**src/common/dcf_regs.svh**
```systemverilog
// Named constants for the nine-bit buffer: geometry, reset values, register map and field positions.
// Assumes inclusion by bare name from any design file that needs them.
`ifndef DCF_REGS_SVH
`define DCF_REGS_SVH

`define DCF_WORD_W 9
`define DCF_DEPTH 64
`define DCF_PTR_W 6
`define DCF_CNT_W 7
`define DCF_DEPTH_CNT 7'h40
`define DCF_DEPTH_WIDE 17'h00040
`define DCF_CNT_ONE 7'h01
`define DCF_PTR_ONE 6'h01
`define DCF_CNT_ZERO 7'h00
`define DCF_PTR_ZERO 6'h00
`define DCF_OFS_W 8
`define DCF_OFS_DEFAULT_LSB 8'h07
`define DCF_OFS_DEFAULT_MSB 8'h00
`define DCF_WORD_ZERO 9'h000

`define DCF_AXI_ADDR_W 8
`define DCF_ADDR_CTRL 8'h00
`define DCF_ADDR_STATUS 8'h04
`define DCF_ADDR_OFFSETS 8'h08
`define DCF_ADDR_LEVEL 8'h0C
`define DCF_RESP_OKAY 2'h0
`define DCF_RESP_SLVERR 2'h2

`define DCF_CTRL_SOFT_RESET 0
`define DCF_STAT_EMPTY_N 0
`define DCF_STAT_FULL_N 1
`define DCF_STAT_AEMPTY_N 2
`define DCF_STAT_AFULL_N 3
`define DCF_STAT_MODE 4
`define DCF_STAT_WSEL_LO 8
`define DCF_STAT_RSEL_LO 12

`endif

```
**src/common/dcf_pkg.sv**
```systemverilog
// Types shared by the buffer modules: strap mode, offset register selector and address decode.
// Assumes dcf_regs.svh is available on the include path.
`include "dcf_regs.svh"

package dcf_pkg;

	// Mode caught from the dual-purpose pin while reset is held.
	typedef enum logic {
		DCF_MODE_PROG = 1'b0,
		DCF_MODE_DUAL = 1'b1
	} dcf_mode_e;

	// Offset registers in their loading order.
	typedef enum logic [1:0] {
		DCF_OFS_EMPTY_LSB = 2'b00,
		DCF_OFS_EMPTY_MSB = 2'b01,
		DCF_OFS_FULL_LSB = 2'b10,
		DCF_OFS_FULL_MSB = 2'b11
	} dcf_ofs_e;

	// Rotating selector: after the last register loading wraps to the first.
	function automatic dcf_ofs_e dcf_ofs_step(input dcf_ofs_e sel);
		dcf_ofs_step = dcf_ofs_e'(sel + 2'b01);
	endfunction

	// True for the four mapped register words.
	function automatic logic dcf_addr_hit(input logic [`DCF_AXI_ADDR_W-1:0] addr);
		dcf_addr_hit = (addr == `DCF_ADDR_CTRL) || (addr == `DCF_ADDR_STATUS) ||
			(addr == `DCF_ADDR_OFFSETS) || (addr == `DCF_ADDR_LEVEL);
	endfunction

endpackage

```
**src/hdl/dcf_mem.sv**
```systemverilog
// Flip-flop storage array of the buffer, one write port and one indexed read port.
// Assumes the caller only writes a free location and only reads an occupied one.
`timescale 1ns/1ps
`include "dcf_regs.svh"

module dcf_mem (
	input wire logic aclk, // System clock.
	input wire logic wr_en, // Store wr_word at wr_idx this edge.
	input wire logic [`DCF_PTR_W-1:0] wr_idx, // Write location.
	input wire logic [`DCF_WORD_W-1:0] wr_word, // Word to store.
	input wire logic [`DCF_PTR_W-1:0] rd_idx, // Read location.
	output logic [`DCF_WORD_W-1:0] rd_word // Word at rd_idx.
);

	logic [`DCF_WORD_W-1:0] store_reg [`DCF_DEPTH];
	logic [`DCF_WORD_W-1:0] store_next [`DCF_DEPTH];

	// Only the addressed word changes; storage needs no reset since reads are gated by the count.
	always_comb begin
		store_next = store_reg;
		if (wr_en) begin
			store_next[wr_idx] = wr_word;
		end
	end

	always_ff @(posedge aclk) begin
		store_reg <= store_next;
	end

	assign rd_word = store_reg[rd_idx];

endmodule

```
**src/hdl/dcf_axil.sv**
```systemverilog
// AXI4-Lite slave that turns bus transfers into a write pulse and a read address for the register file.
// Assumes the register file returns read data combinationally from reg_rd_addr.
`timescale 1ns/1ps
`include "dcf_regs.svh"

module dcf_axil (
	input wire logic aclk, // System clock.
	input wire logic aresetn, // Synchronous reset, active low.
	input wire logic [`DCF_AXI_ADDR_W-1:0] s_axi_awaddr, // Write address.
	input wire logic s_axi_awvalid, // Write address valid.
	output logic s_axi_awready, // Write address ready.
	input wire logic [31:0] s_axi_wdata, // Write data.
	input wire logic [3:0] s_axi_wstrb, // Write byte strobes.
	input wire logic s_axi_wvalid, // Write data valid.
	output logic s_axi_wready, // Write data ready.
	output logic [1:0] s_axi_bresp, // Write response.
	output logic s_axi_bvalid, // Write response valid.
	input wire logic s_axi_bready, // Write response ready.
	input wire logic [`DCF_AXI_ADDR_W-1:0] s_axi_araddr, // Read address.
	input wire logic s_axi_arvalid, // Read address valid.
	output logic s_axi_arready, // Read address ready.
	output logic [31:0] s_axi_rdata, // Read data.
	output logic [1:0] s_axi_rresp, // Read response.
	output logic s_axi_rvalid, // Read data valid.
	input wire logic s_axi_rready, // Read data ready.
	output logic reg_wr_en, // One-cycle register write pulse.
	output logic [`DCF_AXI_ADDR_W-1:0] reg_wr_addr, // Register write address.
	output logic [31:0] reg_wr_data, // Register write data.
	output logic [3:0] reg_wr_strb, // Register write strobes.
	output logic [`DCF_AXI_ADDR_W-1:0] reg_rd_addr, // Register read address.
	input wire logic [31:0] reg_rd_data // Register read data.
);

	logic aw_held_reg, aw_held_next, w_held_reg, w_held_next;
	logic [`DCF_AXI_ADDR_W-1:0] aw_addr_reg, aw_addr_next;
	logic [31:0] w_data_reg, w_data_next;
	logic [3:0] w_strb_reg, w_strb_next;
	logic bvalid_reg, bvalid_next, rvalid_reg, rvalid_next;
	logic [1:0] bresp_reg, bresp_next, rresp_reg, rresp_next;
	logic [31:0] rdata_reg, rdata_next;

	// Address and data are caught in either order; the write is committed once both are held.
	assign s_axi_awready = !aw_held_reg && !bvalid_reg;
	assign s_axi_wready = !w_held_reg && !bvalid_reg;
	assign s_axi_arready = !rvalid_reg;
	assign reg_wr_en = aw_held_reg && w_held_reg && !bvalid_reg;
	assign reg_wr_addr = aw_addr_reg;
	assign reg_wr_data = w_data_reg;
	assign reg_wr_strb = w_strb_reg;
	assign reg_rd_addr = s_axi_araddr;

	// Next state of both channels; an unmapped word answers SLVERR and reads as zero.
	always_comb begin
		aw_held_next = aw_held_reg;
		aw_addr_next = aw_addr_reg;
		w_held_next = w_held_reg;
		w_data_next = w_data_reg;
		w_strb_next = w_strb_reg;
		bvalid_next = bvalid_reg;
		bresp_next = bresp_reg;
		rvalid_next = rvalid_reg;
		rresp_next = rresp_reg;
		rdata_next = rdata_reg;
		if (s_axi_awvalid && s_axi_awready) begin
			aw_held_next = 1'b1;
			aw_addr_next = s_axi_awaddr;
		end
		if (s_axi_wvalid && s_axi_wready) begin
			w_held_next = 1'b1;
			w_data_next = s_axi_wdata;
			w_strb_next = s_axi_wstrb;
		end
		if (reg_wr_en) begin
			aw_held_next = 1'b0;
			w_held_next = 1'b0;
			bvalid_next = 1'b1;
			bresp_next = dcf_pkg::dcf_addr_hit(aw_addr_reg) ? `DCF_RESP_OKAY : `DCF_RESP_SLVERR;
		end else if (bvalid_reg && s_axi_bready) begin
			bvalid_next = 1'b0;
		end
		if (s_axi_arvalid && s_axi_arready) begin
			rvalid_next = 1'b1;
			rresp_next = dcf_pkg::dcf_addr_hit(s_axi_araddr) ? `DCF_RESP_OKAY : `DCF_RESP_SLVERR;
			rdata_next = dcf_pkg::dcf_addr_hit(s_axi_araddr) ? reg_rd_data : 32'h00000000;
		end else if (rvalid_reg && s_axi_rready) begin
			rvalid_next = 1'b0;
		end
	end

	always_ff @(posedge aclk) begin
		if (!aresetn) begin
			aw_held_reg <= 1'b0;
			aw_addr_reg <= `DCF_ADDR_CTRL;
			w_held_reg <= 1'b0;
			w_data_reg <= 32'h00000000;
			w_strb_reg <= 4'h0;
			bvalid_reg <= 1'b0;
			bresp_reg <= `DCF_RESP_OKAY;
			rvalid_reg <= 1'b0;
			rresp_reg <= `DCF_RESP_OKAY;
			rdata_reg <= 32'h00000000;
		end else begin
			aw_held_reg <= aw_held_next;
			aw_addr_reg <= aw_addr_next;
			w_held_reg <= w_held_next;
			w_data_reg <= w_data_next;
			w_strb_reg <= w_strb_next;
			bvalid_reg <= bvalid_next;
			bresp_reg <= bresp_next;
			rvalid_reg <= rvalid_next;
			rresp_reg <= rresp_next;
			rdata_reg <= rdata_next;
		end
	end

	assign s_axi_bvalid = bvalid_reg;
	assign s_axi_bresp = bresp_reg;
	assign s_axi_rvalid = rvalid_reg;
	assign s_axi_rresp = rresp_reg;
	assign s_axi_rdata = rdata_reg;

endmodule

```
**src/hdl/dcf_top.sv**
```systemverilog
// Nine-bit first-in first-out buffer with programmable almost flags and an AXI4-Lite register window.
// Assumes producer and consumer logic run on aclk, so their enables need no synchroniser.
//
// The AXI4-Lite register port and the register addresses were left to the implementer.
`timescale 1ns/1ps
`include "dcf_regs.svh"

module dcf_top (
	input wire logic aclk, // Shared write and read clock.
	input wire logic aresetn, // Synchronous reset, active low.
	input wire logic [`DCF_AXI_ADDR_W-1:0] s_axi_awaddr, // Write address.
	input wire logic [2:0] s_axi_awprot, // Write protection, unused.
	input wire logic s_axi_awvalid, // Write address valid.
	output logic s_axi_awready, // Write address ready.
	input wire logic [31:0] s_axi_wdata, // Write data.
	input wire logic [3:0] s_axi_wstrb, // Write byte strobes.
	input wire logic s_axi_wvalid, // Write data valid.
	output logic s_axi_wready, // Write data ready.
	output logic [1:0] s_axi_bresp, // Write response.
	output logic s_axi_bvalid, // Write response valid.
	input wire logic s_axi_bready, // Write response ready.
	input wire logic [`DCF_AXI_ADDR_W-1:0] s_axi_araddr, // Read address.
	input wire logic [2:0] s_axi_arprot, // Read protection, unused.
	input wire logic s_axi_arvalid, // Read address valid.
	output logic s_axi_arready, // Read address ready.
	output logic [31:0] s_axi_rdata, // Read data.
	output logic [1:0] s_axi_rresp, // Read response.
	output logic s_axi_rvalid, // Read data valid.
	input wire logic s_axi_rready, // Read data ready.
	input wire logic reset_input_n, // Buffer reset, active low.
	input wire logic [`DCF_WORD_W-1:0] write_word_in, // Word to write.
	input wire logic primary_write_enable_n, // Primary write enable, active low.
	input wire logic second_enable_or_load, // Second enable or load control.
	input wire logic read_enable_a_n, // First read enable, active low.
	input wire logic read_enable_b_n, // Second read enable, active low.
	input wire logic output_enable_n, // Output enable, active low.
	output logic [`DCF_WORD_W-1:0] read_word_out, // Read data, registered.
	output logic read_word_oe_n, // Low while read_word_out drives.
	output logic empty_indicator_n, // Low when empty.
	output logic full_indicator_n, // Low when full.
	output logic almost_empty_indicator_n, // Low when almost empty.
	output logic almost_full_indicator_n // Low when almost full.
);

	logic reg_wr_en;
	logic [`DCF_AXI_ADDR_W-1:0] reg_wr_addr, reg_rd_addr;
	logic [31:0] reg_wr_data, reg_rd_data;
	logic [3:0] reg_wr_strb;
	logic [`DCF_WORD_W-1:0] mem_rd_word;
	logic fifo_rst, soft_rst_reg, soft_rst_next;
	dcf_pkg::dcf_mode_e mode_reg, mode_next;
	dcf_pkg::dcf_ofs_e wsel_reg, wsel_next, rsel_reg, rsel_next;
	logic [`DCF_OFS_W-1:0] ofs_reg [4];
	logic [`DCF_OFS_W-1:0] ofs_next [4];
	logic [`DCF_PTR_W-1:0] wptr_reg, wptr_next, rptr_reg, rptr_next;
	logic [`DCF_CNT_W-1:0] count_reg, count_next;
	logic [`DCF_WORD_W-1:0] out_reg, out_next;
	logic empty_n_reg, empty_n_next, full_n_reg, full_n_next;
	logic aempty_n_reg, aempty_n_next, afull_n_reg, afull_n_next;
	logic offset_load_n, data_write_req, ofs_write, ofs_read, read_req, do_write, do_read;
	logic [15:0] empty_ofs, full_ofs;

	dcf_axil u_axil (
		.aclk(aclk),
		.aresetn(aresetn),
		.s_axi_awaddr(s_axi_awaddr),
		.s_axi_awvalid(s_axi_awvalid),
		.s_axi_awready(s_axi_awready),
		.s_axi_wdata(s_axi_wdata),
		.s_axi_wstrb(s_axi_wstrb),
		.s_axi_wvalid(s_axi_wvalid),
		.s_axi_wready(s_axi_wready),
		.s_axi_bresp(s_axi_bresp),
		.s_axi_bvalid(s_axi_bvalid),
		.s_axi_bready(s_axi_bready),
		.s_axi_araddr(s_axi_araddr),
		.s_axi_arvalid(s_axi_arvalid),
		.s_axi_arready(s_axi_arready),
		.s_axi_rdata(s_axi_rdata),
		.s_axi_rresp(s_axi_rresp),
		.s_axi_rvalid(s_axi_rvalid),
		.s_axi_rready(s_axi_rready),
		.reg_wr_en(reg_wr_en),
		.reg_wr_addr(reg_wr_addr),
		.reg_wr_data(reg_wr_data),
		.reg_wr_strb(reg_wr_strb),
		.reg_rd_addr(reg_rd_addr),
		.reg_rd_data(reg_rd_data)
	);

	// Storage is sized to the fixed variant, nine bits by sixty-four words.
	dcf_mem u_mem (
		.aclk(aclk),
		.wr_en(do_write),
		.wr_idx(wptr_reg),
		.wr_word(write_word_in),
		.rd_idx(rptr_reg),
		.rd_word(mem_rd_word)
	);

	// Any of the three resets empties the buffer; the soft one is a self-clearing pulse.
	assign fifo_rst = !aresetn || !reset_input_n || soft_rst_reg;
	assign empty_ofs = {ofs_reg[dcf_pkg::DCF_OFS_EMPTY_MSB], ofs_reg[dcf_pkg::DCF_OFS_EMPTY_LSB]};
	assign full_ofs = {ofs_reg[dcf_pkg::DCF_OFS_FULL_MSB], ofs_reg[dcf_pkg::DCF_OFS_FULL_LSB]};

	// Request decode. With one clock for both ports the read and write sides share aclk.
	assign offset_load_n = (mode_reg == dcf_pkg::DCF_MODE_PROG) ? second_enable_or_load : 1'b1;
	assign data_write_req = !primary_write_enable_n && second_enable_or_load;
	assign ofs_write = !offset_load_n && !primary_write_enable_n;
	assign read_req = !read_enable_a_n && !read_enable_b_n;
	assign ofs_read = !offset_load_n && read_req;
	assign do_write = data_write_req && full_n_reg && !fifo_rst;
	assign do_read = read_req && offset_load_n && empty_n_reg && !fifo_rst;

	// Pointer, count, flag and output state; flags follow the count they will describe.
	always_comb begin
		mode_next = mode_reg;
		wptr_next = wptr_reg + (do_write ? `DCF_PTR_ONE : `DCF_PTR_ZERO);
		rptr_next = rptr_reg + (do_read ? `DCF_PTR_ONE : `DCF_PTR_ZERO);
		count_next = count_reg + (do_write ? `DCF_CNT_ONE : `DCF_CNT_ZERO) - (do_read ? `DCF_CNT_ONE : `DCF_CNT_ZERO);
		out_next = out_reg;
		if (do_read) begin
			out_next = mem_rd_word;
		end else if (ofs_read) begin
			out_next = {1'b0, ofs_reg[rsel_reg]};
		end
		if (fifo_rst) begin
			mode_next = dcf_pkg::dcf_mode_e'(second_enable_or_load);
			wptr_next = `DCF_PTR_ZERO;
			rptr_next = `DCF_PTR_ZERO;
			count_next = `DCF_CNT_ZERO;
			out_next = `DCF_WORD_ZERO;
		end
		empty_n_next = (count_next != `DCF_CNT_ZERO);
		full_n_next = (count_next != `DCF_DEPTH_CNT);
		aempty_n_next = ({9'h000, count_next} > empty_ofs);
		afull_n_next = (({10'h000, count_next} + {1'b0, full_ofs}) < `DCF_DEPTH_WIDE);
	end

	always_ff @(posedge aclk) begin
		mode_reg <= mode_next;
		wptr_reg <= wptr_next;
		rptr_reg <= rptr_next;
		count_reg <= count_next;
		out_reg <= out_next;
		empty_n_reg <= empty_n_next;
		full_n_reg <= full_n_next;
		aempty_n_reg <= aempty_n_next;
		afull_n_reg <= afull_n_next;
	end

	// Offset registers: the pin load wins over a bus write to the same register in one cycle.
	always_comb begin
		ofs_next = ofs_reg;
		wsel_next = wsel_reg;
		rsel_next = rsel_reg;
		soft_rst_next = reg_wr_en && (reg_wr_addr == `DCF_ADDR_CTRL) && reg_wr_strb[0] &&
			reg_wr_data[`DCF_CTRL_SOFT_RESET];
		if (reg_wr_en && (reg_wr_addr == `DCF_ADDR_OFFSETS)) begin
			for (int i = 0; i < 4; i++) begin
				if (reg_wr_strb[i]) begin
					ofs_next[i] = reg_wr_data[i*8 +: 8];
				end
			end
		end
		if (ofs_write) begin
			ofs_next[wsel_reg] = write_word_in[`DCF_OFS_W-1:0];
			wsel_next = dcf_pkg::dcf_ofs_step(wsel_reg);
		end
		if (ofs_read) begin
			rsel_next = dcf_pkg::dcf_ofs_step(rsel_reg);
		end
		if (fifo_rst) begin
			ofs_next[dcf_pkg::DCF_OFS_EMPTY_LSB] = `DCF_OFS_DEFAULT_LSB;
			ofs_next[dcf_pkg::DCF_OFS_EMPTY_MSB] = `DCF_OFS_DEFAULT_MSB;
			ofs_next[dcf_pkg::DCF_OFS_FULL_LSB] = `DCF_OFS_DEFAULT_LSB;
			ofs_next[dcf_pkg::DCF_OFS_FULL_MSB] = `DCF_OFS_DEFAULT_MSB;
			wsel_next = dcf_pkg::DCF_OFS_EMPTY_LSB;
			rsel_next = dcf_pkg::DCF_OFS_EMPTY_LSB;
		end
		if (!aresetn) begin
			soft_rst_next = 1'b0;
		end
	end

	always_ff @(posedge aclk) begin
		ofs_reg <= ofs_next;
		wsel_reg <= wsel_next;
		rsel_reg <= rsel_next;
		soft_rst_reg <= soft_rst_next;
	end

	// Register read mux; CTRL reads zero because its only bit is a pulse.
	always_comb begin
		reg_rd_data = 32'h00000000;
		unique case (reg_rd_addr)
			`DCF_ADDR_STATUS: begin
				reg_rd_data[`DCF_STAT_EMPTY_N] = empty_n_reg;
				reg_rd_data[`DCF_STAT_FULL_N] = full_n_reg;
				reg_rd_data[`DCF_STAT_AEMPTY_N] = aempty_n_reg;
				reg_rd_data[`DCF_STAT_AFULL_N] = afull_n_reg;
				reg_rd_data[`DCF_STAT_MODE] = mode_reg;
				reg_rd_data[`DCF_STAT_WSEL_LO +: 2] = wsel_reg;
				reg_rd_data[`DCF_STAT_RSEL_LO +: 2] = rsel_reg;
			end
			`DCF_ADDR_OFFSETS: reg_rd_data = {ofs_reg[3], ofs_reg[2], ofs_reg[1], ofs_reg[0]};
			`DCF_ADDR_LEVEL: reg_rd_data = {25'h0000000, count_reg};
			default: reg_rd_data = 32'h00000000;
		endcase
	end

	// Tri-state is resolved outside; the enable simply follows the pin.
	assign read_word_out = out_reg;
	assign read_word_oe_n = output_enable_n;
	assign empty_indicator_n = empty_n_reg;
	assign full_indicator_n = full_n_reg;
	assign almost_empty_indicator_n = aempty_n_reg;
	assign almost_full_indicator_n = afull_n_reg;
endmodule

```
**config.mk**
```make
export PLATFORM = sky130hd
export DESIGN_NAME = dcf_top
export DESIGN_NICKNAME = d
export VERILOG_FILES = /design/src/common/dcf_pkg.sv /design/src/hdl/dcf_mem.sv /design/src/hdl/dcf_axil.sv /design/src/hdl/dcf_top.sv
export VERILOG_INCLUDE_DIRS = /design/src /design/src/common
export SDC_FILE = /design/constraint.sdc
export NUM_CORES = 1
export LEC_CHECK = 0
export ABC_CLOCK_PERIOD_IN_PS = 5190
export BUFFER_PORTS_ARGS = -buffer_cell sky130_fd_sc_hd__buf_2
export CAP_MARGIN = 20
export CORE_AREA = 2 2 332 334
export CTS_BUF_LIST = sky130_fd_sc_hd__clkbuf_8 sky130_fd_sc_hd__clkbuf_16
export CTS_CLUSTER_DIAMETER = 50
export DETAILED_ROUTE_END_ITERATION = 12
export DIE_AREA = 0 0 334 336
export PLACE_DENSITY = 0.44
export RECOVER_POWER = 50
export SYNTH_ARGS = -nofsm -noshare
export SYNTH_HDL_FRONTEND = slang
export SYNTH_SLANG_ARGS = --single-unit
```
**constraint.sdc**
```tcl
create_clock -name aclk -period 5.19 [get_ports aclk]
set_clock_uncertainty 0.15 [all_clocks]
set_input_delay 0.2595 -clock aclk [delete_from_list [all_inputs] [get_ports aclk]]
set_output_delay 0.2595 -clock aclk [all_outputs]
set_load 0.02 [all_outputs]
```
# == Word-level counts from Yosys, hierarchy flattened ==
# Index checks and enable logic that the tools add are counted.
# totals
inputBits,80
word_cells,206
output_inout_bits,55
ff_bits,730
# op_classes
n_eq_ne,7
addsub,7
reduce_logical,50
n_lt_le_gt_ge,8
n_mux,39
bitwise,5
# op_table
operator,count
$bwmux 576,1
$mux 32,3
$mux 8,7
$bmux 9 s6,1
$demux 9 s6,1
$mux 9,5
$bwmux 32,1
$eq 8x4->1 const B,4
$logic_and 1x1->1,24
$mux 18,1
$add 7x16->17,1
$lt 17x7->1 const B,1
$bmux 8 s2,1
$demux 8 s2,1
$eq 8x3->1 const B,2
$gt 7x16->1,1
$logic_not 8->1,2
$pmux 5 s3,1
$ge 7x7->1 const B,2
$not 6->7,2
$add 6x1->6,2
$logic_not 1->1,11
$mux 1,9
$logic_or 1x1->1,8
16 further kinds,24

# == Depth between registers and ports, before layout ==
# Gate-level depths: netlist of the first run.
# depth
ltp_word,11
ltp_mapped,20
depth_no_buf,19

# == Hierarchy ==
# Synthesis of the first run repeated with hierarchy kept, for this count alone.
# unflattened
cells_unflattened,1897
hier_area_um2,29792.3
# by_module_without_submodules
module,instances,area_per_inst_um2,seq_area_each_um2,cells_each
dcf_mem,1,22400.2,17296.6,1044
dcf_top,1,4170.2,1411.4,481
dcf_axil,1,3221.8,1641.6,372

# == Worst setup path before layout of the first run ==
# OpenSTA, ideal clock, no wires.
# synth_path
path_kind,reg-to-reg
startpoint,reg soft_rst_reg
endpoint,reg afull_n_reg (netlist: almost_full_indicator_n)
arrival_ps,4245
setup_ps,60
stages_incl_launch_ff,20
path_slack_ps,735
synth_period_minus_slack_ps,4455
n_path_buf,1
t_required_ps,4980
path_cell_list,dfxtp_1 > and3b_1 > buf_2 > inv_1 > or3_1 > ha_1 > inv_1 > ha_1 > fa_1 > a21o_1 > a21oi_1 > o21ai_0 > xnor2_1 > nor2_1 > ha_1 > or3_1 > o31ai_1 > mux2_2 > o32ai_1 > o2111a_1
# synth_between
elab_chain_cells,9
elab_cells_between_ends,11
classes_between,add/sub (3); order compare (1); mux (3); reduce/logical (4)
# synth_lines
item,line_no,source
start: declaration,dcf_top.sv:50,"logic fifo_rst, soft_rst_reg, soft_rst_next;"
start signal: assignment,dcf_top.sv:190,soft_rst_reg <= soft_rst_next;
$logic_or 1x1->1 (*),dcf_top.sv:102,assign fifo_rst = !aresetn || !reset_input_n || soft_rst_reg;
$logic_not 1->1,"dcf_top.sv:112, dcf_top.sv:113",
$logic_and 1x1->1,dcf_top.sv:112,assign do_write = data_write_req && full_n_reg && !fifo_rst;
$mux 1 (no source line),n/a,
$add 7x1->7,dcf_top.sv:120,count_next = count_reg + (do_write ? `DCF_CNT_ONE : `DCF_CNT_ZERO) - (do_read ? `DCF_CNT_ONE : `DCF_CNT_ZERO);
$sub 7x1->7,dcf_top.sv:120,
$mux 7 (*),dcf_top.sv:127,if (fifo_rst) begin
net count_next[6],dcf_top.sv:56,"logic [`DCF_CNT_W-1:0] count_reg, count_next;"
$add 7x16->17 (*),dcf_top.sv:137,"afull_n_next = (({10'h000, count_next} + {1'b0, full_ofs}) < `DCF_DEPTH_WIDE);"
$lt 17x7->1 (no source line) (*),n/a,
net afull_n_next,dcf_top.sv:59,"logic aempty_n_reg, aempty_n_next, afull_n_reg, afull_n_next;"
end signal: assignment,dcf_top.sv:149,afull_n_reg <= afull_n_next;
end: declaration,dcf_top.sv:59,
# The timed path passes the listed nets; every way through them passes the cells marked *.
# A chain may end at the register's enable or synchronous reset.

# == Worst setup path in the final report of the first run ==
# Same ends and word-level chain as after synthesis.

==> impl_metrics.csv, run 1 <==
group,metric,value,unit
placement,placed_cells,3243,
timing,worst_pin_slew,3.58,ns
logic_synthesis,yosysTopAreaCellShare,0.594,
detailed_routing,wl_per_cell,23.5,um
logic_synthesis,synth_area_leaders,"edfxtp_1, mux4_2, dfxtp_1, mux2i_1, nand2_1",
logic_synthesis,synth_edf_count,577,
critical_path,regToRegSetupSlack,0.31,ns
critical_path,crit_fanout,5,
cells_and_area,fin_nets,2080,
critical_path,rr_startpoint,"soft_rst_reg",
global_routing,grt_first_pass_wirelength,117,mm
placement,globalplace.congestion,0.805,
cells_and_area,layout-drive-gt1-share,0.204,
floorplanning,die_y,336,um
floorplanning,coreArea,108000,um^2
logic_synthesis,synth.most_common_cell,"edfxtp_1",
detailed_routing,initialDrtViolationCount,1154,
logic_synthesis,ys_seq_area_frac,0.697,
timing,period_minus_slack,4.88,ns
min_path,worstHoldPathCells,6,
cts,cts_sinks,728,
critical_path,reg2reg_depth,18,
pwr,swShare,0.214,
global_routing,overflow,0,
logic_synthesis,netlist_instances,1770,
cells_and_area,final-instance-count-excl-fill,3453,
flow_run,cap_violations,10,
cts,cts_setup_buffers,0,
detailed_routing,drc,0,
cts,path_clk_slew,0.06,ns
critical_path,timing.rr.end,"almost_full_indicator_n",
placement,portBuffers,124,
floorplanning,start_util,0.269,
pwr,p_comb_frac,0.026,
logic_synthesis,avgSynthCellArea,16.5,um^2
pwr,p_int,10.1,mW
logic_synthesis,ys_async_sr_fraction,0,
cts,cts_hold_buf,53,
timing,hold_viol,0,
logic_synthesis,synth_area,29200,um^2
floorplanning,num_rows,121,
timing,setup_viol,0,
cts,clock_latency,0.65,ns
min_path,hp-start,"s_axi_araddr[0]",
critical_path,max_stage_delay,0.41,ns
critical_path,crit_chain,"and3b_1, inv_1, or3_1, ha_1, inv_1, ha_1, fa_1, a21o_1, a21oi_1, o21ai_0, xnor2_1, nor2_1, ha_1, or3_1, o31ai_1, mux2_2, o32ai_1, o2111a_1",
logic_synthesis,ys_ff_latch,728,
critical_path,critPathLaunchType,"flip-flop",
global_routing,grt_pass1_vias,17053,
detailed_routing,wl,81.1,mm
pwr,seqPwrFrac,0.496,
logic_synthesis,ys_top_cells_by_count,"edfxtp_1, dfxtp_1, mux4_2",
cts,post_cts_resized,0,
critical_path,worst_ep_arrival_time,5.29,ns
pwr,clock_power_share,0.478,
floorplanning,die_x,334,um
detailed_routing,ant_nets,0,
detailed_routing,num_vias,16604,
timing,fin_crit_sh,0.940,
cts,ctsLongestPathBuffers,3,
critical_path,cpMostUsedCell,"ha_1",
min_path,min_to,"u_axil.s_axi_rdata[8]",
global_routing,antenna_found_initial,9,
cts,cts_made_buffers,84,
min_path,hp-class,"in2reg",
cells_and_area,area_growth,19.2,%
logic_synthesis,synth_cell_type_count,61,
critical_path,end_kind,"flip-flop",
pwr,ir_drop,0.000230,V
cells_and_area,antenna_cells,0,
floorplanning,die_area,112000,um^2
floorplanning,num_io_pins,135,
logic_synthesis,ys_warn_count,0,
timing,slew_headroom,-1.39,
critical_path,path_class,"reg2reg",
detailed_routing,viasPerCell,4.81,
run_status,failed_checks,"capacitance limit, slew limit",
detailed_routing,firstDrtPassIters,5,
cells_and_area,largest_reg_flops,576,
global_routing,grt_usage,0.143,
cts,ctsHtreeMaxLevel,3,
global_routing,grt_start_max_net_pins,85,
critical_path,critical_path.slowest_cell,"fa_1",
pwr,p_leak,11.1,nW
placement,place_hpwl,51.7,mm
run_status,outcome,"complete, but fails checks",
timing,fin_setup_tns,0,ns
timing,drv_slew,641,
cts,clockRootBuffer,"clkbuf_16",
logic_synthesis,synth_top_cell_by_area,"edfxtp_1",
cts,cts_tree,"built",
pwr,powerDensity,369,nW/um^2
pwr,switching_power,2.74,mW
logic_synthesis,synth_flop_cell,"edfxtp_1",
timing,fmax,205,MHz
critical_path,crit_required,5.60,ns
timing,grt_setup_unrepaired,"no",
through the flow:
step / utilization / setup slack, ns / hold WS [ns] / power (mW) / instance area (um^2)
final: 0.321 / 0.312 / 0.0563 / 12.8 / 34800
after global routing: 0.321 / 0.0424 / 0.0815 / 13.2 / 34800
after CTS: 0.322 / 0.341 / 0.0385 / 13.0 / 34900
after detailed placement: 0.290 / 0.364 / 0.308 / 6.79 / 31400
after global placement: 0.290 / 0.407 / 0.307 / 6.78 / 31400
after floorplan: - / 0.735 / 0.208 / 6.60 / 29200
cells by family (layout without fill, tap and decap cells):
| group | count (synthesis) | in the layout | synth area share |
|---|---|---|---|
| compound gates | 265 | 265 | 0.0601 |
| xor+xnor | 16 | 16 | 0.00480 |
| fa+ha+maj | 29 | 29 | 0.0127 |
| buf+inv | 123 | 391 | 0.0196 |
| flops | 728 | 728 | 0.697 |
| mux | 236 | 236 | 0.145 |
| other cells | 1 | 2 | 0.000128 |
| simple gates | 372 | 372 | 0.0605 |
metal layers:
layer,share of wire,track usage,up-vias
met3,0.045,0.0209,113
met1,0.44,0.188,8692
met2,0.49,0.240,420
met5,0,0,-
li1,-,-,7379
met4,0.028,0.0525,0
critical path: cells and delay by family (launching register included):
kind,cells,cell delay (ns)
xor gates and xnor gates,1,0.20
adders and majority gates,4,1.20
DFF,1,0.31
muxes,1,0.39
AOI/OAI and AO/OA,6,1.27
buffers and inverters,2,0.12
and+or+nand+nor,4,1.14
layout by cell type (no fill, tap or decap), types with 8 or more instances in the layout:
cell / Yosys / layout
edfxtp_1: 577 / 577
xor2_1: 9 / 9
nor3_1: 16 / 16
nor2_1: 101 / 101
ha_1: 28 / 28
clkinv_1: 0 / 8
bufinv_16: 0 / 11
nor4_1: 8 / 8
buf_2: 22 / 72
o22ai_1: 22 / 22
a22oi_1: 58 / 58
nand3_1: 13 / 13
mux2_2: 22 / 22
buf_4: 14 / 20
o21ai_0: 40 / 40
mux4_2: 147 / 147
nand2_1: 125 / 125
nor2b_1: 49 / 49
clkbuf_1: 45 / 62
clkbuf_16: 0 / 85
clkinv_2: 0 / 11
a21boi_0: 38 / 38
dfxtp_1: 151 / 148
inv_1: 23 / 35
mux2i_1: 67 / 67
dlygate4sd3_1: 0 / 54
a21oi_1: 58 / 58
and2_1: 15 / 11
worst max-delay path by stage:
stage                       from                 endpoint  slack [ns]  cells after the start
finish              soft_rst_reg  almost_full_indicator_n        0.31                     18
global route        soft_rst_reg  almost_full_indicator_n        0.04                     18
detailed placement       aresetn  almost_full_indicator_n        0.36                     19
global placement         aresetn  almost_full_indicator_n        0.41                     19
CTS                 soft_rst_reg  almost_full_indicator_n        0.34                     18
floorplan           soft_rst_reg  almost_full_indicator_n        0.74                     19
power groups by stage:
stage	logic, mW	clock network (mW)	registers (mW)
floorplan	0.134	0	6.47
global placement	0.307	0	6.47
detailed placement	0.315	0	6.47
CTS	0.348	6.27	6.35
global route	0.370	6.49	6.36
finish	0.338	6.13	6.36
area by class of cell:
type	instances	area, um^2
fill	10625	73600
clock buffer	90	2200
inverter	23	86.3
clock inverter	64	697
sequential	728	20400
timing repair buffer	214	1400
tap	1414	1770
multi-input combinational	920	8280
Power figures use the tool's default switching activity.
==> inputs of run 2 (changes only) <==
- CORE_AREA: 2 2 332 334 -> 2 2 234 236
- DIE_AREA: 0 0 334 336 -> 0 0 236 238
- PLACE_DENSITY: 0.44 -> 0.75
==> run 2 against run 1 <==
  * The flow still finishes with violations (capacitance limit, slew limit)
  * Critical endpoint unchanged
  * Critical path type unchanged
  * Core utilization increased by 30 points
  * Global-route usage increased by 10 points
  * Critical path depth unchanged
==> impl_metrics.csv, run 2 (same netlist as run 1, synthesis figures left out) <==
group,metric,value,unit
timing,fmax,207,MHz
critical_path,end_kind,"flip-flop",
timing,whs,0.0412,ns
flow_run,cap_violations,10,
cts,clock_latency,0.62,ns
placement,placed_cells,2520,
timing,fin_setup_tns,0,ns
critical_path,worst_ep_arrival_time,5.22,ns
detailed_routing,drc,0,
cells_and_area,layout_common_cells,"edfxtp_1, dfxtp_1, mux4_2",
detailed_routing,viasPerCell,6.15,
run_status,outcome,"complete, but fails checks",
cts,cts_sinks,728,
global_routing,overflow,0,
placement,globalplace.congestion,0.900,
critical_path,crit_fanout,5,
detailed_routing,ant_nets,0,
detailed_routing,firstDrtPassIters,5,
cells_and_area,largest_reg_flops,576,
cts,clockRootBuffer,"clkbuf_16",
cells_and_area,final_cell_area,33400,um^2
min_path,hp-class,"in2reg",
placement,portBuffers,124,
floorplanning,num_rows,85,
global_routing,grt_usage,0.243,
global_routing,grt_start_max_net_pins,85,
cells_and_area,multi_input_area,8280,um^2
floorplanning,die_area,56200,um^2
pwr,p_int,9.50,mW
cts,cts_setup_buffers,0,
timing,fin_crit_sh,0.930,
cells_and_area,antenna_cells,0,
pwr,totalPowerFinal,12.0,mW
timing,hold_viol,0,
floorplanning,num_io_pins,135,
pwr,p_comb_frac,0.026,
floorplanning,coreArea,53500,um^2
cells_and_area,seq_area,20400,um^2
detailed_routing,initialDrtViolationCount,1863,
cts,ctsLongestPathBuffers,3,
detailed_routing,wl_per_cell,25.0,um
floorplanning,die_x,236,um
floorplanning,start_util,0.546,
cells_and_area,final_common_cell,"edfxtp_1",
detailed_routing,num_vias,16677,
floorplanning,die_y,238,um
global_routing,grt_first_pass_wirelength,103,mm
global_routing,antenna_found_initial,0,
pwr,switching_power,2.47,mW
timing,drv_slew,630,
cts,ctsHtreeMaxLevel,3,
global_routing,grt_pass1_vias,16919,
critical_path,path_class,"reg2reg",
cells_and_area,fill_cells,3724,
cells_and_area,area_growth,14.3,%
cells_and_area,fin_nets,2065,
timing,worst_pin_slew,3.43,ns
placement,placed_cell_area,30500,um^2
cells_and_area,final-instance-count-excl-fill,2712,
pwr,swShare,0.206,
timing,period_minus_slack,4.83,ns
cts,cts_tree,"built",
timing,slew_headroom,-1.29,
cts,cts_made_buffers,76,
critical_path,crit_required,5.58,ns
timing,grt_setup_unrepaired,"no",
critical_path,critPathLaunchType,"flip-flop",
pwr,clock_power_share,0.442,
timing,setup_viol,0,
pwr,powerDensity,359,nW/um^2
cells_and_area,layout-drive-gt1-share,0.190,
run_status,failed_checks,"capacitance limit, slew limit",
cts,path_clk_slew,0.06,ns
pwr,p_leak,10.9,nW
detailed_routing,wl,67.7,mm
pwr,seqPwrFrac,0.531,
placement,place_hpwl,42.1,mm
pwr,ir_drop,0.000274,V
## run 2: area by class of cell
class / instances / share of cell area
flip-flops and latches: 728 / 0.610
clock inverters: 61 / 0.0159
well taps: 696 / 0.0261
multi-input cells: 920 / 0.248
inverters: 23 / 0.00259
clock buffers: 77 / 0.0574
repair buffers: 207 / 0.0393
## run 2: critical path: stages (launching register included)
cell,delay [ns]
dfxtp_1,0.30
and3b_1,0.31
inv_1,0.08
or3_1,0.42
ha_1,0.31
inv_1,0.04
ha_1,0.21
fa_1,0.42
a21o_1,0.18
a21oi_1,0.21
o21ai_0,0.16
xnor2_1,0.21
nor2_1,0.09
ha_1,0.28
or3_1,0.34
o31ai_2,0.31
mux2_2,0.38
o32ai_1,0.15
o2111a_1,0.22
## run 2: path summary, 6_finish.rpt
check,startpoint,end,slack (ns),cells after the start
max,soft_rst_reg,almost_full_indicator_n,0.36,18
min,primary_write_enable_n,wsel_reg[1],0.04,4
max reg2reg,soft_rst_reg,almost_full_indicator_n,0.36,18
min reg2reg,u_axil.reg_wr_data[30],u_axil.reg_wr_data[30],0.32,2
## run 2: metrics by stage
stage / setup WS [ns] / util
2_1_floorplan: 0.735 / -
3_3_place_gp: 0.479 / 0.569
3_5_place_dp: 0.310 / 0.570
4_1_cts: 0.308 / 0.625
5_1_grt: 0.122 / 0.624
6_report: 0.364 / 0.624
## run 2: power groups by stage
stage	Clock [mW]	Combinational, mW	Sequential, mW
3_3_place_gp	0	0.277	6.47
4_1_cts	5.34	0.319	6.35
3_5_place_dp	0	0.289	6.47
5_1_grt	5.59	0.347	6.36
6_report	5.29	0.317	6.36
2_1_floorplan	0	0.134	6.47
## run 2: repair_timing
action,4_1_cts,5_1_grt
gates resized for setup,0,1
hold buffers,52,0
endpoints found under the hold margin,51,0
setup endpoints to repair,0,1
## run 2: metal layers
| metal | wire length (um) | share of wire | vias up | GRT usage |
|---|---|---|---|---|
| met2 | 32800 | 0.48 | 765 | 0.396 |
| met5 | 0 | 0 | - | 0 |
| met4 | 2460 | 0.036 | 0 | 0.0934 |
| li1 | - | - | 7320 | - |
| met1 | 27500 | 0.41 | 8437 | 0.330 |
| met3 | 5010 | 0.074 | 155 | 0.0432 |
